**config.mk**
```make
export PLATFORM = sky130hd
export DESIGN_NAME = smis_top
export DESIGN_NICKNAME = d
export VERILOG_FILES = /design/src/verilog/smis_pkg.sv /design/src/verilog/smis_axil_slave.sv /design/src/verilog/smis_top.sv
export VERILOG_INCLUDE_DIRS = /design/src /design/src/verilog
export SDC_FILE = /design/constraint.sdc
export NUM_CORES = 1
export LEC_CHECK = 0
export ABC_CLOCK_PERIOD_IN_PS = 2750
export BUFFER_PORTS_ARGS = -buffer_cell sky130_fd_sc_hd__buf_4
export CORE_ASPECT_RATIO = 1.2
export CORE_MARGIN = 4
export CORE_UTILIZATION = 50
export DETAILED_ROUTE_END_ITERATION = 8
export GPL_TIMING_DRIVEN = 1
export PLACE_DENSITY = 0.77
export SYNTH_ARGS = -nofsm -noshare
export SYNTH_HDL_FRONTEND = slang
export SYNTH_SLANG_ARGS = --single-unit
```
**constraint.sdc**
```tcl
create_clock -name aclk -period 2.75 [get_ports aclk]
set_input_delay 0.55 -clock aclk [delete_from_list [all_inputs] [get_ports aclk]]
set_output_delay 0.55 -clock aclk [all_outputs]
set_load 0.02 [all_outputs]
```
**src/verilog/smis_params.svh**
```systemverilog
// smis_params.svh: offsets, bit positions and codes of the system-control
// masked interrupt block. assumes inclusion by bare name, definitions only.
`ifndef SMIS_PARAMS_SVH
`define SMIS_PARAMS_SVH

// ----------------------------------------------------------------------
// register map (byte addresses)
// ----------------------------------------------------------------------
`define SMIS_ADDR_W 12
`define SMIS_OFS_PBOR 12'h030
`define SMIS_OFS_RAW 12'h050
`define SMIS_OFS_MASK 12'h054
`define SMIS_OFS_MISC 12'h058

// ----------------------------------------------------------------------
// source bit positions and widths
// ----------------------------------------------------------------------
`define SMIS_NSRC 7
`define SMIS_RSV_W 25
`define SMIS_SRC_PLL_LOCK 6
`define SMIS_SRC_CUR_LIM 5
`define SMIS_SRC_INT_OSC 4
`define SMIS_SRC_MAIN_OSC 3
`define SMIS_SRC_REG_UNREG 2
`define SMIS_SRC_BROWNOUT 1
`define SMIS_SRC_PLL_FAULT 0
`define SMIS_BOR_SEL_BIT 1
`define SMIS_LANE_LOW 0

// ----------------------------------------------------------------------
// reset values and bus codes
// ----------------------------------------------------------------------
`define SMIS_SRC_RST 7'h00
`define SMIS_DATA_RST 32'h00000000
`define SMIS_RESP_OKAY 2'h0
`define SMIS_RESP_SLVERR 2'h2

`endif

```
**src/verilog/smis_pkg.sv**
```systemverilog
// smis_pkg.sv: types of the system-control masked interrupt block.
// assumes smis_params.svh is on the include path.
`include "smis_params.svh"

package smis_pkg;

	typedef struct packed {
		logic [`SMIS_ADDR_W-1:0] addr;
		logic [31:0] data;
		logic [3:0] strb;
	} smis_wreq_t;

	typedef enum logic [0:0] {
		SMIS_WR_IDLE = 1'b0,
		SMIS_WR_RESP = 1'b1
	} smis_wr_st_t;

	typedef enum logic [1:0] {
		SMIS_RD_IDLE = 2'b00,
		SMIS_RD_PEND = 2'b01,
		SMIS_RD_RESP = 2'b10
	} smis_rd_st_t;

endpackage : smis_pkg

```
**src/verilog/smis_axil_slave.sv**
```systemverilog
// smis_axil_slave.sv: AXI4-Lite slave front end, one write and one read
// in flight. assumes the user side answers reads in the fire cycle.
`timescale 1ns/100ps
`include "smis_params.svh"

module smis_axil_slave import smis_pkg::*; (
	// clock and reset
	input wire logic aclk,
	input wire logic aresetn,
	// write address and data
	input wire logic [`SMIS_ADDR_W-1:0] awaddr,
	input wire logic awvalid,
	output logic awready,
	input wire logic [31:0] wdata,
	input wire logic [3:0] wstrb,
	input wire logic wvalid,
	output logic wready,
	// write response
	output logic [1:0] bresp,
	output logic bvalid,
	input wire logic bready,
	// read address and data
	input wire logic [`SMIS_ADDR_W-1:0] araddr,
	input wire logic arvalid,
	output logic arready,
	output logic [31:0] rdata,
	output logic [1:0] rresp,
	output logic rvalid,
	input wire logic rready,
	// user side
	output smis_wreq_t wr_req,
	output logic wr_fire,
	input wire logic wr_err,
	output logic [`SMIS_ADDR_W-1:0] rd_addr,
	output logic rd_fire,
	input wire logic [31:0] rd_data,
	input wire logic rd_err
);

	smis_wr_st_t wr_st_reg;
	smis_rd_st_t rd_st_reg;
	logic aw_held_reg;
	logic w_held_reg;

	// ------------------------------------------------------------------
	// write path
	// ------------------------------------------------------------------
	assign wr_fire = aw_held_reg && w_held_reg && wr_st_reg == SMIS_WR_IDLE;

	always_ff @(posedge aclk) begin
		if (!aresetn) begin
			awready <= 1'b1;
			aw_held_reg <= 1'b0;
			wr_req.addr <= {`SMIS_ADDR_W{1'b0}};
		end else if (awvalid && awready) begin
			awready <= 1'b0;
			aw_held_reg <= 1'b1;
			wr_req.addr <= awaddr;
		end else if (wr_fire) begin
			aw_held_reg <= 1'b0;
		end else if (bvalid && bready) begin
			awready <= 1'b1;
		end
	end

	always_ff @(posedge aclk) begin
		if (!aresetn) begin
			wready <= 1'b1;
			w_held_reg <= 1'b0;
			wr_req.data <= `SMIS_DATA_RST;
			wr_req.strb <= 4'h0;
		end else if (wvalid && wready) begin
			wready <= 1'b0;
			w_held_reg <= 1'b1;
			wr_req.data <= wdata;
			wr_req.strb <= wstrb;
		end else if (wr_fire) begin
			w_held_reg <= 1'b0;
		end else if (bvalid && bready) begin
			wready <= 1'b1;
		end
	end

	always_ff @(posedge aclk) begin
		if (!aresetn) begin
			wr_st_reg <= SMIS_WR_IDLE;
			bvalid <= 1'b0;
			bresp <= `SMIS_RESP_OKAY;
		end else if (wr_fire) begin
			wr_st_reg <= SMIS_WR_RESP;
			bvalid <= 1'b1;
			bresp <= wr_err ? `SMIS_RESP_SLVERR : `SMIS_RESP_OKAY;
		end else if (bvalid && bready) begin
			wr_st_reg <= SMIS_WR_IDLE;
			bvalid <= 1'b0;
		end
	end

	// ------------------------------------------------------------------
	// read path
	// ------------------------------------------------------------------
	assign rd_fire = rd_st_reg == SMIS_RD_PEND;

	always_ff @(posedge aclk) begin
		if (!aresetn) begin
			rd_st_reg <= SMIS_RD_IDLE;
			arready <= 1'b1;
			rd_addr <= {`SMIS_ADDR_W{1'b0}};
			rvalid <= 1'b0;
			rdata <= `SMIS_DATA_RST;
			rresp <= `SMIS_RESP_OKAY;
		end else begin
			unique case (rd_st_reg)
				SMIS_RD_IDLE: begin
					if (arvalid) begin
						arready <= 1'b0;
						rd_addr <= araddr;
						rd_st_reg <= SMIS_RD_PEND;
					end
				end
				SMIS_RD_PEND: begin
					rvalid <= 1'b1;
					rdata <= rd_data;
					rresp <= rd_err ? `SMIS_RESP_SLVERR : `SMIS_RESP_OKAY;
					rd_st_reg <= SMIS_RD_RESP;
				end
				SMIS_RD_RESP: begin
					if (rready) begin
						rvalid <= 1'b0;
						arready <= 1'b1;
						rd_st_reg <= SMIS_RD_IDLE;
					end
				end
				default: begin
					rd_st_reg <= SMIS_RD_IDLE;
				end
			endcase
		end
	end

endmodule : smis_axil_slave

```
**src/verilog/smis_top.sv**
```systemverilog
// smis_top.sv: system-control raw status, mask and masked interrupt
// status/clear with one level interrupt. assumes event inputs are levels
// from detectors in other domains; registers reached over AXI4-Lite.
//
// Summary of operation
// masked bit is raw AND mask; drives interrupt
// writing 1 clears masked and raw bit
// bit 6 sets on PLL ready timer
// bit 5 sets on current-limit indication
// bit 4 sets on internal oscillator fault
// bit 3 sets on main oscillator fault
// bit 2 sets on unregulated regulator output
// brownout reported only if masked, interrupt selected
// bit 0 sets when PLL stops oscillating
// bits 31 to 7 reserved, read-only
// mask bits in separate register, same positions
// writing 0 keeps bits; interrupt while any set
//
// The AXI4-Lite slave port is this design's own decision.
`timescale 1ns/100ps
`include "smis_params.svh"

module smis_top import smis_pkg::*; (
	// clock and reset
	input wire logic aclk,
	input wire logic aresetn,
	// axi4-lite write channels
	input wire logic [`SMIS_ADDR_W-1:0] s_axi_awaddr,
	input wire logic s_axi_awvalid,
	output logic s_axi_awready,
	input wire logic [31:0] s_axi_wdata,
	input wire logic [3:0] s_axi_wstrb,
	input wire logic s_axi_wvalid,
	output logic s_axi_wready,
	output logic [1:0] s_axi_bresp,
	output logic s_axi_bvalid,
	input wire logic s_axi_bready,
	// axi4-lite read channels
	input wire logic [`SMIS_ADDR_W-1:0] s_axi_araddr,
	input wire logic s_axi_arvalid,
	output logic s_axi_arready,
	output logic [31:0] s_axi_rdata,
	output logic [1:0] s_axi_rresp,
	output logic s_axi_rvalid,
	input wire logic s_axi_rready,
	// event levels from detectors
	input wire logic pll_ready_evt,
	input wire logic current_limit_evt,
	input wire logic int_osc_fault_evt,
	input wire logic main_osc_fault_evt,
	input wire logic regulator_unreg_evt,
	input wire logic brownout_evt,
	input wire logic pll_fault_evt,
	// interrupt to processor
	output logic irq
);

	// ------------------------------------------------------------------
	// declarations
	// ------------------------------------------------------------------
	smis_wreq_t wr_req;
	logic wr_fire;
	logic wr_err;
	logic [`SMIS_ADDR_W-1:0] rd_addr;
	logic rd_fire;
	logic [31:0] rd_data;
	logic rd_err;

	logic [`SMIS_NSRC-1:0] evt_in;
	logic [`SMIS_NSRC-1:0] evt_s1_reg;
	logic [`SMIS_NSRC-1:0] evt_s2_reg;
	logic [`SMIS_NSRC-1:0] evt_prev_reg;
	logic [`SMIS_NSRC-1:0] set_vec;

	logic [`SMIS_NSRC-1:0] raw_status_reg;
	logic [`SMIS_NSRC-1:0] raw_status_next;
	logic [`SMIS_NSRC-1:0] irq_mask_reg;
	logic [`SMIS_NSRC-1:0] irq_mask_next;
	logic brownout_reset_select_reg;
	logic brownout_reset_select_next;
	logic irq_reg;

	logic [`SMIS_NSRC-1:0] w1c_clr;
	logic [`SMIS_NSRC-1:0] rd_clr;
	logic [`SMIS_NSRC-1:0] bor_gate;
	logic [`SMIS_NSRC-1:0] bor_gate_next;
	logic [`SMIS_NSRC-1:0] masked_vec;

	logic wr_hit_raw;
	logic wr_hit_mask;
	logic wr_hit_misc;
	logic wr_hit_pbor;
	logic wr_lane0;
	logic rd_hit_raw;

	logic pll_lock_masked_flag;
	logic current_limit_masked_flag;
	logic int_osc_fault_masked_flag;
	logic main_osc_fault_masked_flag;
	logic regulator_unreg_masked_flag;
	logic brownout_masked_flag;
	logic pll_fault_masked_flag;

	// ------------------------------------------------------------------
	// bus front end
	// ------------------------------------------------------------------
	smis_axil_slave u_bus (
		.aclk(aclk),
		.aresetn(aresetn),
		.awaddr(s_axi_awaddr),
		.awvalid(s_axi_awvalid),
		.awready(s_axi_awready),
		.wdata(s_axi_wdata),
		.wstrb(s_axi_wstrb),
		.wvalid(s_axi_wvalid),
		.wready(s_axi_wready),
		.bresp(s_axi_bresp),
		.bvalid(s_axi_bvalid),
		.bready(s_axi_bready),
		.araddr(s_axi_araddr),
		.arvalid(s_axi_arvalid),
		.arready(s_axi_arready),
		.rdata(s_axi_rdata),
		.rresp(s_axi_rresp),
		.rvalid(s_axi_rvalid),
		.rready(s_axi_rready),
		.wr_req(wr_req),
		.wr_fire(wr_fire),
		.wr_err(wr_err),
		.rd_addr(rd_addr),
		.rd_fire(rd_fire),
		.rd_data(rd_data),
		.rd_err(rd_err)
	);

	// ------------------------------------------------------------------
	// event capture: two-flop sync then rising edge
	// ------------------------------------------------------------------
	assign evt_in[`SMIS_SRC_PLL_LOCK] = pll_ready_evt;
	assign evt_in[`SMIS_SRC_CUR_LIM] = current_limit_evt;
	assign evt_in[`SMIS_SRC_INT_OSC] = int_osc_fault_evt;
	assign evt_in[`SMIS_SRC_MAIN_OSC] = main_osc_fault_evt;
	assign evt_in[`SMIS_SRC_REG_UNREG] = regulator_unreg_evt;
	assign evt_in[`SMIS_SRC_BROWNOUT] = brownout_evt;
	assign evt_in[`SMIS_SRC_PLL_FAULT] = pll_fault_evt;

	genvar gi;
	generate
		for (gi = 0; gi < `SMIS_NSRC; gi++) begin : g_sync
			always_ff @(posedge aclk) begin
				if (!aresetn) begin
					evt_s1_reg[gi] <= 1'b0;
					evt_s2_reg[gi] <= 1'b0;
					evt_prev_reg[gi] <= 1'b0;
				end else begin
					evt_s1_reg[gi] <= evt_in[gi];
					evt_s2_reg[gi] <= evt_s1_reg[gi];
					evt_prev_reg[gi] <= evt_s2_reg[gi];
				end
			end
			assign set_vec[gi] = evt_s2_reg[gi] && !evt_prev_reg[gi];
		end
	endgenerate

	// ------------------------------------------------------------------
	// address decode
	// ------------------------------------------------------------------
	assign wr_lane0 = wr_req.strb[`SMIS_LANE_LOW];
	assign wr_hit_raw = wr_fire && {wr_req.addr[11:2], 2'b00} == `SMIS_OFS_RAW;
	assign wr_hit_mask = wr_fire
		&& {wr_req.addr[11:2], 2'b00} == `SMIS_OFS_MASK;
	assign wr_hit_misc = wr_fire
		&& {wr_req.addr[11:2], 2'b00} == `SMIS_OFS_MISC;
	assign wr_hit_pbor = wr_fire
		&& {wr_req.addr[11:2], 2'b00} == `SMIS_OFS_PBOR;
	assign wr_err = wr_fire && !(wr_hit_raw || wr_hit_mask || wr_hit_misc
		|| wr_hit_pbor);
	assign rd_hit_raw = rd_fire && {rd_addr[11:2], 2'b00} == `SMIS_OFS_RAW;

	// ------------------------------------------------------------------
	// next-state: set wins over clear
	// ------------------------------------------------------------------
	always_comb begin
		w1c_clr = `SMIS_SRC_RST;
		if (wr_hit_misc && wr_lane0) begin
			w1c_clr = wr_req.data[`SMIS_NSRC-1:0];
		end
		rd_clr = rd_hit_raw ? raw_status_reg : `SMIS_SRC_RST;
		raw_status_next = (raw_status_reg & ~(w1c_clr | rd_clr)) | set_vec;
		irq_mask_next = irq_mask_reg;
		if (wr_hit_mask && wr_lane0) begin
			irq_mask_next = wr_req.data[`SMIS_NSRC-1:0];
		end
		brownout_reset_select_next = brownout_reset_select_reg;
		if (wr_hit_pbor && wr_lane0) begin
			brownout_reset_select_next = wr_req.data[`SMIS_BOR_SEL_BIT];
		end
		bor_gate = {`SMIS_NSRC{1'b1}};
		bor_gate[`SMIS_SRC_BROWNOUT] = !brownout_reset_select_reg;
		bor_gate_next = {`SMIS_NSRC{1'b1}};
		bor_gate_next[`SMIS_SRC_BROWNOUT] = !brownout_reset_select_next;
	end

	// ------------------------------------------------------------------
	// status, mask and control registers
	// ------------------------------------------------------------------
	always_ff @(posedge aclk) begin
		if (!aresetn) begin
			raw_status_reg <= `SMIS_SRC_RST;
		end else begin
			raw_status_reg <= raw_status_next;
		end
	end

	always_ff @(posedge aclk) begin
		if (!aresetn) begin
			irq_mask_reg <= `SMIS_SRC_RST;
		end else begin
			irq_mask_reg <= irq_mask_next;
		end
	end

	always_ff @(posedge aclk) begin
		if (!aresetn) begin
			brownout_reset_select_reg <= 1'b0;
		end else begin
			brownout_reset_select_reg <= brownout_reset_select_next;
		end
	end

	// tracks the masked view so irq follows it with no lag
	always_ff @(posedge aclk) begin
		if (!aresetn) begin
			irq_reg <= 1'b0;
		end else begin
			irq_reg <= |(raw_status_next & irq_mask_next & bor_gate_next);
		end
	end
	assign irq = irq_reg;

	// ------------------------------------------------------------------
	// masked view and read mux
	// ------------------------------------------------------------------
	assign masked_vec = raw_status_reg & irq_mask_reg & bor_gate;
	assign pll_lock_masked_flag = masked_vec[`SMIS_SRC_PLL_LOCK];
	assign current_limit_masked_flag = masked_vec[`SMIS_SRC_CUR_LIM];
	assign int_osc_fault_masked_flag = masked_vec[`SMIS_SRC_INT_OSC];
	assign main_osc_fault_masked_flag = masked_vec[`SMIS_SRC_MAIN_OSC];
	assign regulator_unreg_masked_flag = masked_vec[`SMIS_SRC_REG_UNREG];
	assign brownout_masked_flag = masked_vec[`SMIS_SRC_BROWNOUT];
	assign pll_fault_masked_flag = masked_vec[`SMIS_SRC_PLL_FAULT];

	always_comb begin
		rd_data = `SMIS_DATA_RST;
		rd_err = 1'b0;
		unique case ({rd_addr[11:2], 2'b00})
			`SMIS_OFS_RAW: rd_data = {{`SMIS_RSV_W{1'b0}}, raw_status_reg};
			`SMIS_OFS_MASK: rd_data = {{`SMIS_RSV_W{1'b0}}, irq_mask_reg};
			`SMIS_OFS_MISC: begin
				rd_data = {{`SMIS_RSV_W{1'b0}}, pll_lock_masked_flag,
					current_limit_masked_flag, int_osc_fault_masked_flag,
					main_osc_fault_masked_flag, regulator_unreg_masked_flag,
					brownout_masked_flag, pll_fault_masked_flag};
			end
			`SMIS_OFS_PBOR: begin
				rd_data[`SMIS_BOR_SEL_BIT] = brownout_reset_select_reg;
			end
			default: rd_err = rd_fire;
		endcase
	end

	// ------------------------------------------------------------------
	// checks
	// ------------------------------------------------------------------
	AST_IRQ_MATCHES_MASKED: assert property (@(posedge aclk)
		disable iff (!aresetn)
		irq == (|masked_vec))
		else $error("irq differs from masked status");

	AST_W1C_CLEARS_RAW: assert property (@(posedge aclk)
		disable iff (!aresetn)
		(wr_hit_misc && wr_lane0) |=>
		((raw_status_reg & $past(w1c_clr & ~set_vec)) == `SMIS_SRC_RST))
		else $error("write one did not clear status bit");

	AST_ZERO_KEEPS_BITS: assert property (@(posedge aclk)
		disable iff (!aresetn)
		##1 ((raw_status_reg & $past(raw_status_reg & ~(w1c_clr | rd_clr)))
		== $past(raw_status_reg & ~(w1c_clr | rd_clr))))
		else $error("status bit lost without a clear");

	AST_PLL_LOCK_SET: assert property (@(posedge aclk)
		disable iff (!aresetn)
		(set_vec[`SMIS_SRC_PLL_LOCK] && irq_mask_next[`SMIS_SRC_PLL_LOCK])
		|=> pll_lock_masked_flag && irq)
		else $error("pll lock event not flagged");

	AST_CUR_LIM_SET: assert property (@(posedge aclk)
		disable iff (!aresetn)
		$rose(evt_s2_reg[`SMIS_SRC_CUR_LIM])
		|-> ##1 raw_status_reg[`SMIS_SRC_CUR_LIM])
		else $error("current limit event not captured");

	AST_INT_OSC_SET: assert property (@(posedge aclk)
		disable iff (!aresetn)
		set_vec[`SMIS_SRC_INT_OSC] |=> (int_osc_fault_masked_flag
		== irq_mask_reg[`SMIS_SRC_INT_OSC]))
		else $error("internal oscillator fault not flagged");

	AST_MAIN_OSC_SET: assert property (@(posedge aclk)
		disable iff (!aresetn)
		set_vec[`SMIS_SRC_MAIN_OSC] |=> raw_status_reg[`SMIS_SRC_MAIN_OSC])
		else $error("main oscillator fault not captured");

	AST_REG_UNREG_SET: assert property (@(posedge aclk)
		disable iff (!aresetn)
		(set_vec[`SMIS_SRC_REG_UNREG] && irq_mask_next[`SMIS_SRC_REG_UNREG])
		|=> regulator_unreg_masked_flag && irq)
		else $error("regulator fault not flagged");

	AST_BROWNOUT_GATE: assert property (@(posedge aclk)
		disable iff (!aresetn)
		brownout_masked_flag == (raw_status_reg[`SMIS_SRC_BROWNOUT]
		&& irq_mask_reg[`SMIS_SRC_BROWNOUT] && !brownout_reset_select_reg))
		else $error("brownout reported against its gating");

	AST_PLL_FAULT_SET: assert property (@(posedge aclk)
		disable iff (!aresetn)
		set_vec[`SMIS_SRC_PLL_FAULT] |=> raw_status_reg[`SMIS_SRC_PLL_FAULT])
		else $error("pll fault not captured");

	AST_RESERVED_ZERO: assert property (@(posedge aclk)
		disable iff (!aresetn)
		rd_fire |-> (rd_data[31:`SMIS_NSRC] == `SMIS_RSV_W'h0000000))
		else $error("reserved read bits not zero");

	AST_MASK_WRITE: assert property (@(posedge aclk)
		disable iff (!aresetn)
		(wr_hit_mask && wr_lane0) |=>
		(irq_mask_reg == $past(wr_req.data[`SMIS_NSRC-1:0])))
		else $error("mask register did not take write");

endmodule : smis_top

```
Yosys cells after proc, flatten, opt, wreduce, memory -nomap -nowiden

Index checks and enable logic that the tools add are counted.

Word-level logic and storage cells: 140
Input port bits: 74
Flip-flop bits (word level): 114
Output and inout bits: 42

Bitwise logic cells: 9
Reductions and logical operators: 50
Multiplexer cells: 27
Eq/ne operators: 14

Operator list:

| kind                | number |
|---|---|
| $eq 10x5->1 const B | 6 |
| $and 7x7->7         | 5 |
| $logic_and 1x1->1   | 21 |
| $mux 7              | 3 |
| $eq 10x4->1 const B | 2 |
| $pmux 5 s3          | 1 |
| $mux 1              | 14 |
| $or 7x7->7          | 2 |
| $reduce_bool 2->1   | 7 |
| $logic_not 1->1     | 10 |
| $reduce_and 2->1    | 5 |
| $mux 2              | 4 |
| $not 7->7           | 1 |
| $reduce_or 7->1     | 1 |
| $pmux 2 s3          | 1 |
| $ne 2x1->1 const B  | 2 |
| $ne 2x2->1 const B  | 2 |
| $pmux 1 s2          | 2 |
| $pmux 1 s4          | 1 |
| $reduce_or 4->1     | 1 |
| $logic_or 1x1->1    | 3 |
| $pmux 1 s3          | 1 |
| $reduce_and 3->1    | 1 |
| $eq 2x1->1 const B  | 1 |
| other kinds (3)     | 3 |

Longest topological paths before layout

Depth in word-level cells: 12
Gate-level depth with buffers: 7
Gate-level depth less buffers: 5

By module

From an unflattened synthesis, not the netlist that was laid out.

Cells, all modules: 613
Area, all modules: 5,467.7 µm²

By module, submodules not included:

| module          | area each (µm²) | instances | cells an instance | seq. area each (µm²) |
|---|---|---|---|---|
| smis_axil_slave | 3,893.7         | 1         | 453               | 2,062.0 |
| smis_top        | 1,574.0         | 1         | 160               | 740.7 |

Worst setup path before layout

OpenSTA, ideal clock, no wires.

Path type: register -> register
From: reg, netlist name u_bus.wr_req[44]
To: reg irq_reg (netlist: irq)
Arrival time: 2,174 ps
Stages on the path, launching flop included: 8
Data required time: 2,615 ps
Slack: 440 ps
Cell sequence: dfxtp_1 or4b_4 buf_6 or4_4 buf_6 mux2_4 a22oi_1 a41oi_1

Word-level cells in the longest chain between the ends: 11
Elaborated cells between the ends (all ways): 20

Ends and longest elaborated chain:

| element                            | line            | RTL |
|---|---|---|
| $eq 10x5->1 (no source line)       | -               |  |
| $logic_and 1x1->1 (no source line) | -               |  |
| $logic_and 1x1->1                  | smis_top.sv:185 | `if (wr_hit_misc && wr_lane0) begin` |
| $mux 7                             | smis_top.sv:185 |  |
| $or 7x7->7                         | smis_top.sv:189 | `raw_status_next = (raw_status_reg & ~(w1c_clr \| rd_clr)) \| set_vec;` |
| $not 7->7                          | smis_top.sv:189 |  |
| $and 7x7->7                        | smis_top.sv:189 |  |
| $or 7x7->7                         | smis_top.sv:189 |  |
| $and 7x7->7                        | smis_top.sv:236 | `irq_reg <= \|(raw_status_next & irq_mask_next & bor_gate_next);` |
| $and 7x7->7 *                      | smis_top.sv:236 |  |
| $reduce_or 7->1 *                  | smis_top.sv:236 |  |
| end signal: assignment             | smis_top.sv:236 |  |
| end: declaration                   | smis_top.sv:81  | `logic irq_reg;` |

Mark *: on every way between the ends. The rest lies on a longest branch, timed or not.
A chain may end at the register's enable or synchronous reset.

Worst setup path in the final report

From: reg, netlist name u_bus.wr_req[44]
To: reg irq_reg (netlist: irq)

Word-level cells in the longest chain between the ends: 11
Elaborated cells between the ends (all ways): 20

Ends and longest elaborated chain:

| element                            | line |
|---|---|
| $eq 10x5->1 (no source line)       | - |
| $logic_and 1x1->1 (no source line) | - |
| $logic_and 1x1->1                  | smis_top.sv:185 |
| $mux 7                             | smis_top.sv:185 |
| $or 7x7->7                         | smis_top.sv:189 |
| $not 7->7                          | smis_top.sv:189 |
| $and 7x7->7                        | smis_top.sv:189 |
| $or 7x7->7                         | smis_top.sv:189 |
| $and 7x7->7                        | smis_top.sv:236 |
| $and 7x7->7 *                      | smis_top.sv:236 |
| $reduce_or 7->1 *                  | smis_top.sv:236 |

Marked as above.

==> run metrics <==
sequential element share of the synthesized area 0.472; clk sink count 83; ranking of synthesized cells by area dfxtp_1 47%, and2_1 6.4%, nand2_1 6.0%; I/O Buffers 56; Max VDD drop 274 uV; arrival time worst endpoint 2.60 ns; total setup buffers inserted after CTS 0; Setup crit end kind flop; clk root buf clkbuf_8; Seq cells post-synth 83; hpwl dp 5260 um; Synthesis Warnings 0; Top reg by flops u_bus.wr_req; Clk pin slew, worst setup/hold paths 0.08 ns; Syn Area/Cell 8.83 um^2; H-tree depth 3; diodes inserted 0; initial antenna violation count 0; Final period util 0.877; max-cap violations 0; number of remaining DRC errors 0; Initial Util 0.514; final RePlAce weighted congestion 0.789; CP startpoint kind flop; Required @ worst endpoint 2.94 ns; Top Registers u_bus.wr_req: 18 flops, u_bus.rd_addr: 10 flops; Design Power 2.42 mW; Worst path slowest cell or4_4; GRT Util Overall 0.173; worst-skew pair later-pin latency 0.35 ns; die height 99.9 um; pwr dens 597 nW/um^2; vias per cell 5.16; first-pass GRT wire length 11800 um; die area 8460 um^2; vias in the first global route 2563; fin crit period 2.41 ns; Die X 84.6 um; largest net degree at the start of global routing 46; Routed Antenna Nets 0; Worst Path Buf+Inv 0; relative slew slack 0.494; Crit Path Max Fanout 9; via count 2779; Routed Wire Length 7290 um; Leak 1.68 nW; Crit Path Class flop to flop; post-route setup TNS 0 ns; status completed; post-cts gate resize count 0; final setup skew 0.00820 ns; Post-Synthesis Cells 399; Ports 116; final slew viol count 0; Congestion Overflow GR 0; final hold violations 0; Avg WL per Cell 13.5 um; post-synth top area cell dfxtp_1; drt initial violations 156; hold_buf cts 0; Fmax achieved 0.415 GHz; crit path cell chain or4b_4 -> or4_4 -> mux2_4 -> a22oi_1 -> a41oi_1; core box area 6850 um^2; worst-margin pin slew 0.758 ns; Synth cell types 42; Worst path max stage delay 0.62 ns; worst hold-check path type primary input to flop; cell row count 33; TritonCTS clock tree done; layout cells sized above 1 0.208; number of flip-flops in the largest register 18; nets@finish 521; RSZ-0062 raised after global routing false; top-area cell type share of the netlist area 0.472; total of fill cells in the finished design 614; Area growth syn-to-layout 15.4%; Max clock buf depth 2; cell area after synthesis 3520 um^2; crit-path leading delay family simple AND/OR/NAND/NOR gates; setup violators final 0; TritonCTS Buffers 9; DR pass1 iterations 4
## report_power, final
group / internal, mW / total, mW / switching [mW]
registers: 1.26 / 1.30 / 0.0443
logic: 0.113 / 0.269 / 0.156
clock network: 0.440 / 0.855 / 0.415
## synthesized netlist by cell type (all sizes together)
cell type / n
a21o: 1
nor3: 3
o31ai: 7
nor2: 20
a22oi: 3
nand2: 56
a41oi: 2
or3: 1
or4bb: 2
o211ai: 1
nand4b: 1
buf: 29
clkbuf: 18
nand3b: 2
or4: 2
conb: 1
nand3: 1
nor4: 6
mux2: 7
or2: 1
nor2b: 5
or4b: 8
or3b: 1
mux2i: 11
and3: 1
and4b: 1
dfxtp: 83
and2: 36
nor3b: 1
a21oi: 38
nor4bb: 1
inv: 7
o21ai: 24
nand2b: 16
o21bai: 1
o22ai: 1
## final timing paths
kind | cells after the start | from | slack (ns) | end
hold reg to reg | 1 | evt_s1_reg[3]$_SDFF_PN0_ | 0.43 | evt_s2_reg[3]$_SDFF_PN0_
hold / removal | 2 | pll_fault_evt | 0.41 | evt_s1_reg[0]$_SDFF_PN0_
setup / recovery | 5 | u_bus.wr_req[44]$_SDFFE_PN0P_ | 0.34 | irq$_SDFF_PN0_
setup reg to reg | 5 | u_bus.wr_req[44]$_SDFFE_PN0P_ | 0.34 | irq$_SDFF_PN0_
## layer usage
metal,track usage,vias up,part of all wire
met4,0.0804,0,0.022
met1,0.204,1293,0.41
met5,0,-,0
li1,-,1394,-
met3,0.0361,13,0.060
met2,0.300,79,0.51
## cell type report
| cell class | instances | area, um^2 | share of cell area |
|---|---|---|---|
| inverter | 7 | 26.3 | 0.00646 |
| sequential | 83 | 1660 | 0.409 |
| multi-input combinational | 288 | 1640 | 0.403 |
| tap | 87 | 109 | 0.0268 |
| clock inverter | 5 | 52.6 | 0.0129 |
| timing repair buffer | 58 | 435 | 0.107 |
| clock buffer | 11 | 141 | 0.0348 |
## cell usage in the layout, fill, tap and decap left out, types with 2 or more instances in the layout
cell	count
clkbuf_8	10
nor2_1	20
dfxtp_1	83
mux2_2	6
a22oi_2	2
a21oi_1	38
nand3b_1	2
buf_4	58
nand2_1	56
clkinv_2	3
or4bb_1	2
a41oi_1	2
inv_1	6
o31ai_1	7
nor3_1	3
nor2b_1	5
o21ai_0	24
nand2b_1	16
or4b_2	7
nor4_1	6
mux2i_1	11
and2_1	36
conb_1	27
## cells by family after synthesis
group / Yosys count / share of synthesized area
simple gates: 165 / 0.256
flops: 83 / 0.472
compound gates: 78 / 0.125
buf+inv: 54 / 0.0906
mux: 18 / 0.0547
other cells: 1 / 0.00106
## stage by stage
stage / cell area, um^2 / util / cells / setup WS, ns / hold WS, ns
4_1_cts: 4070 / 0.593 / 539 / 0.332 / 0.396
2_1_floorplan: 3620 / - / 425 / 0.440 / 0.412
5_1_grt: 4070 / 0.593 / 539 / 0.289 / 0.402
3_5_place_dp: 3870 / 0.565 / 523 / 0.361 / 0.419
6_report: 4070 / 0.593 / 539 / 0.338 / 0.409
3_3_place_gp: 3870 / 0.565 / 523 / 0.362 / 0.414
Power figures use the tool's default switching activity.
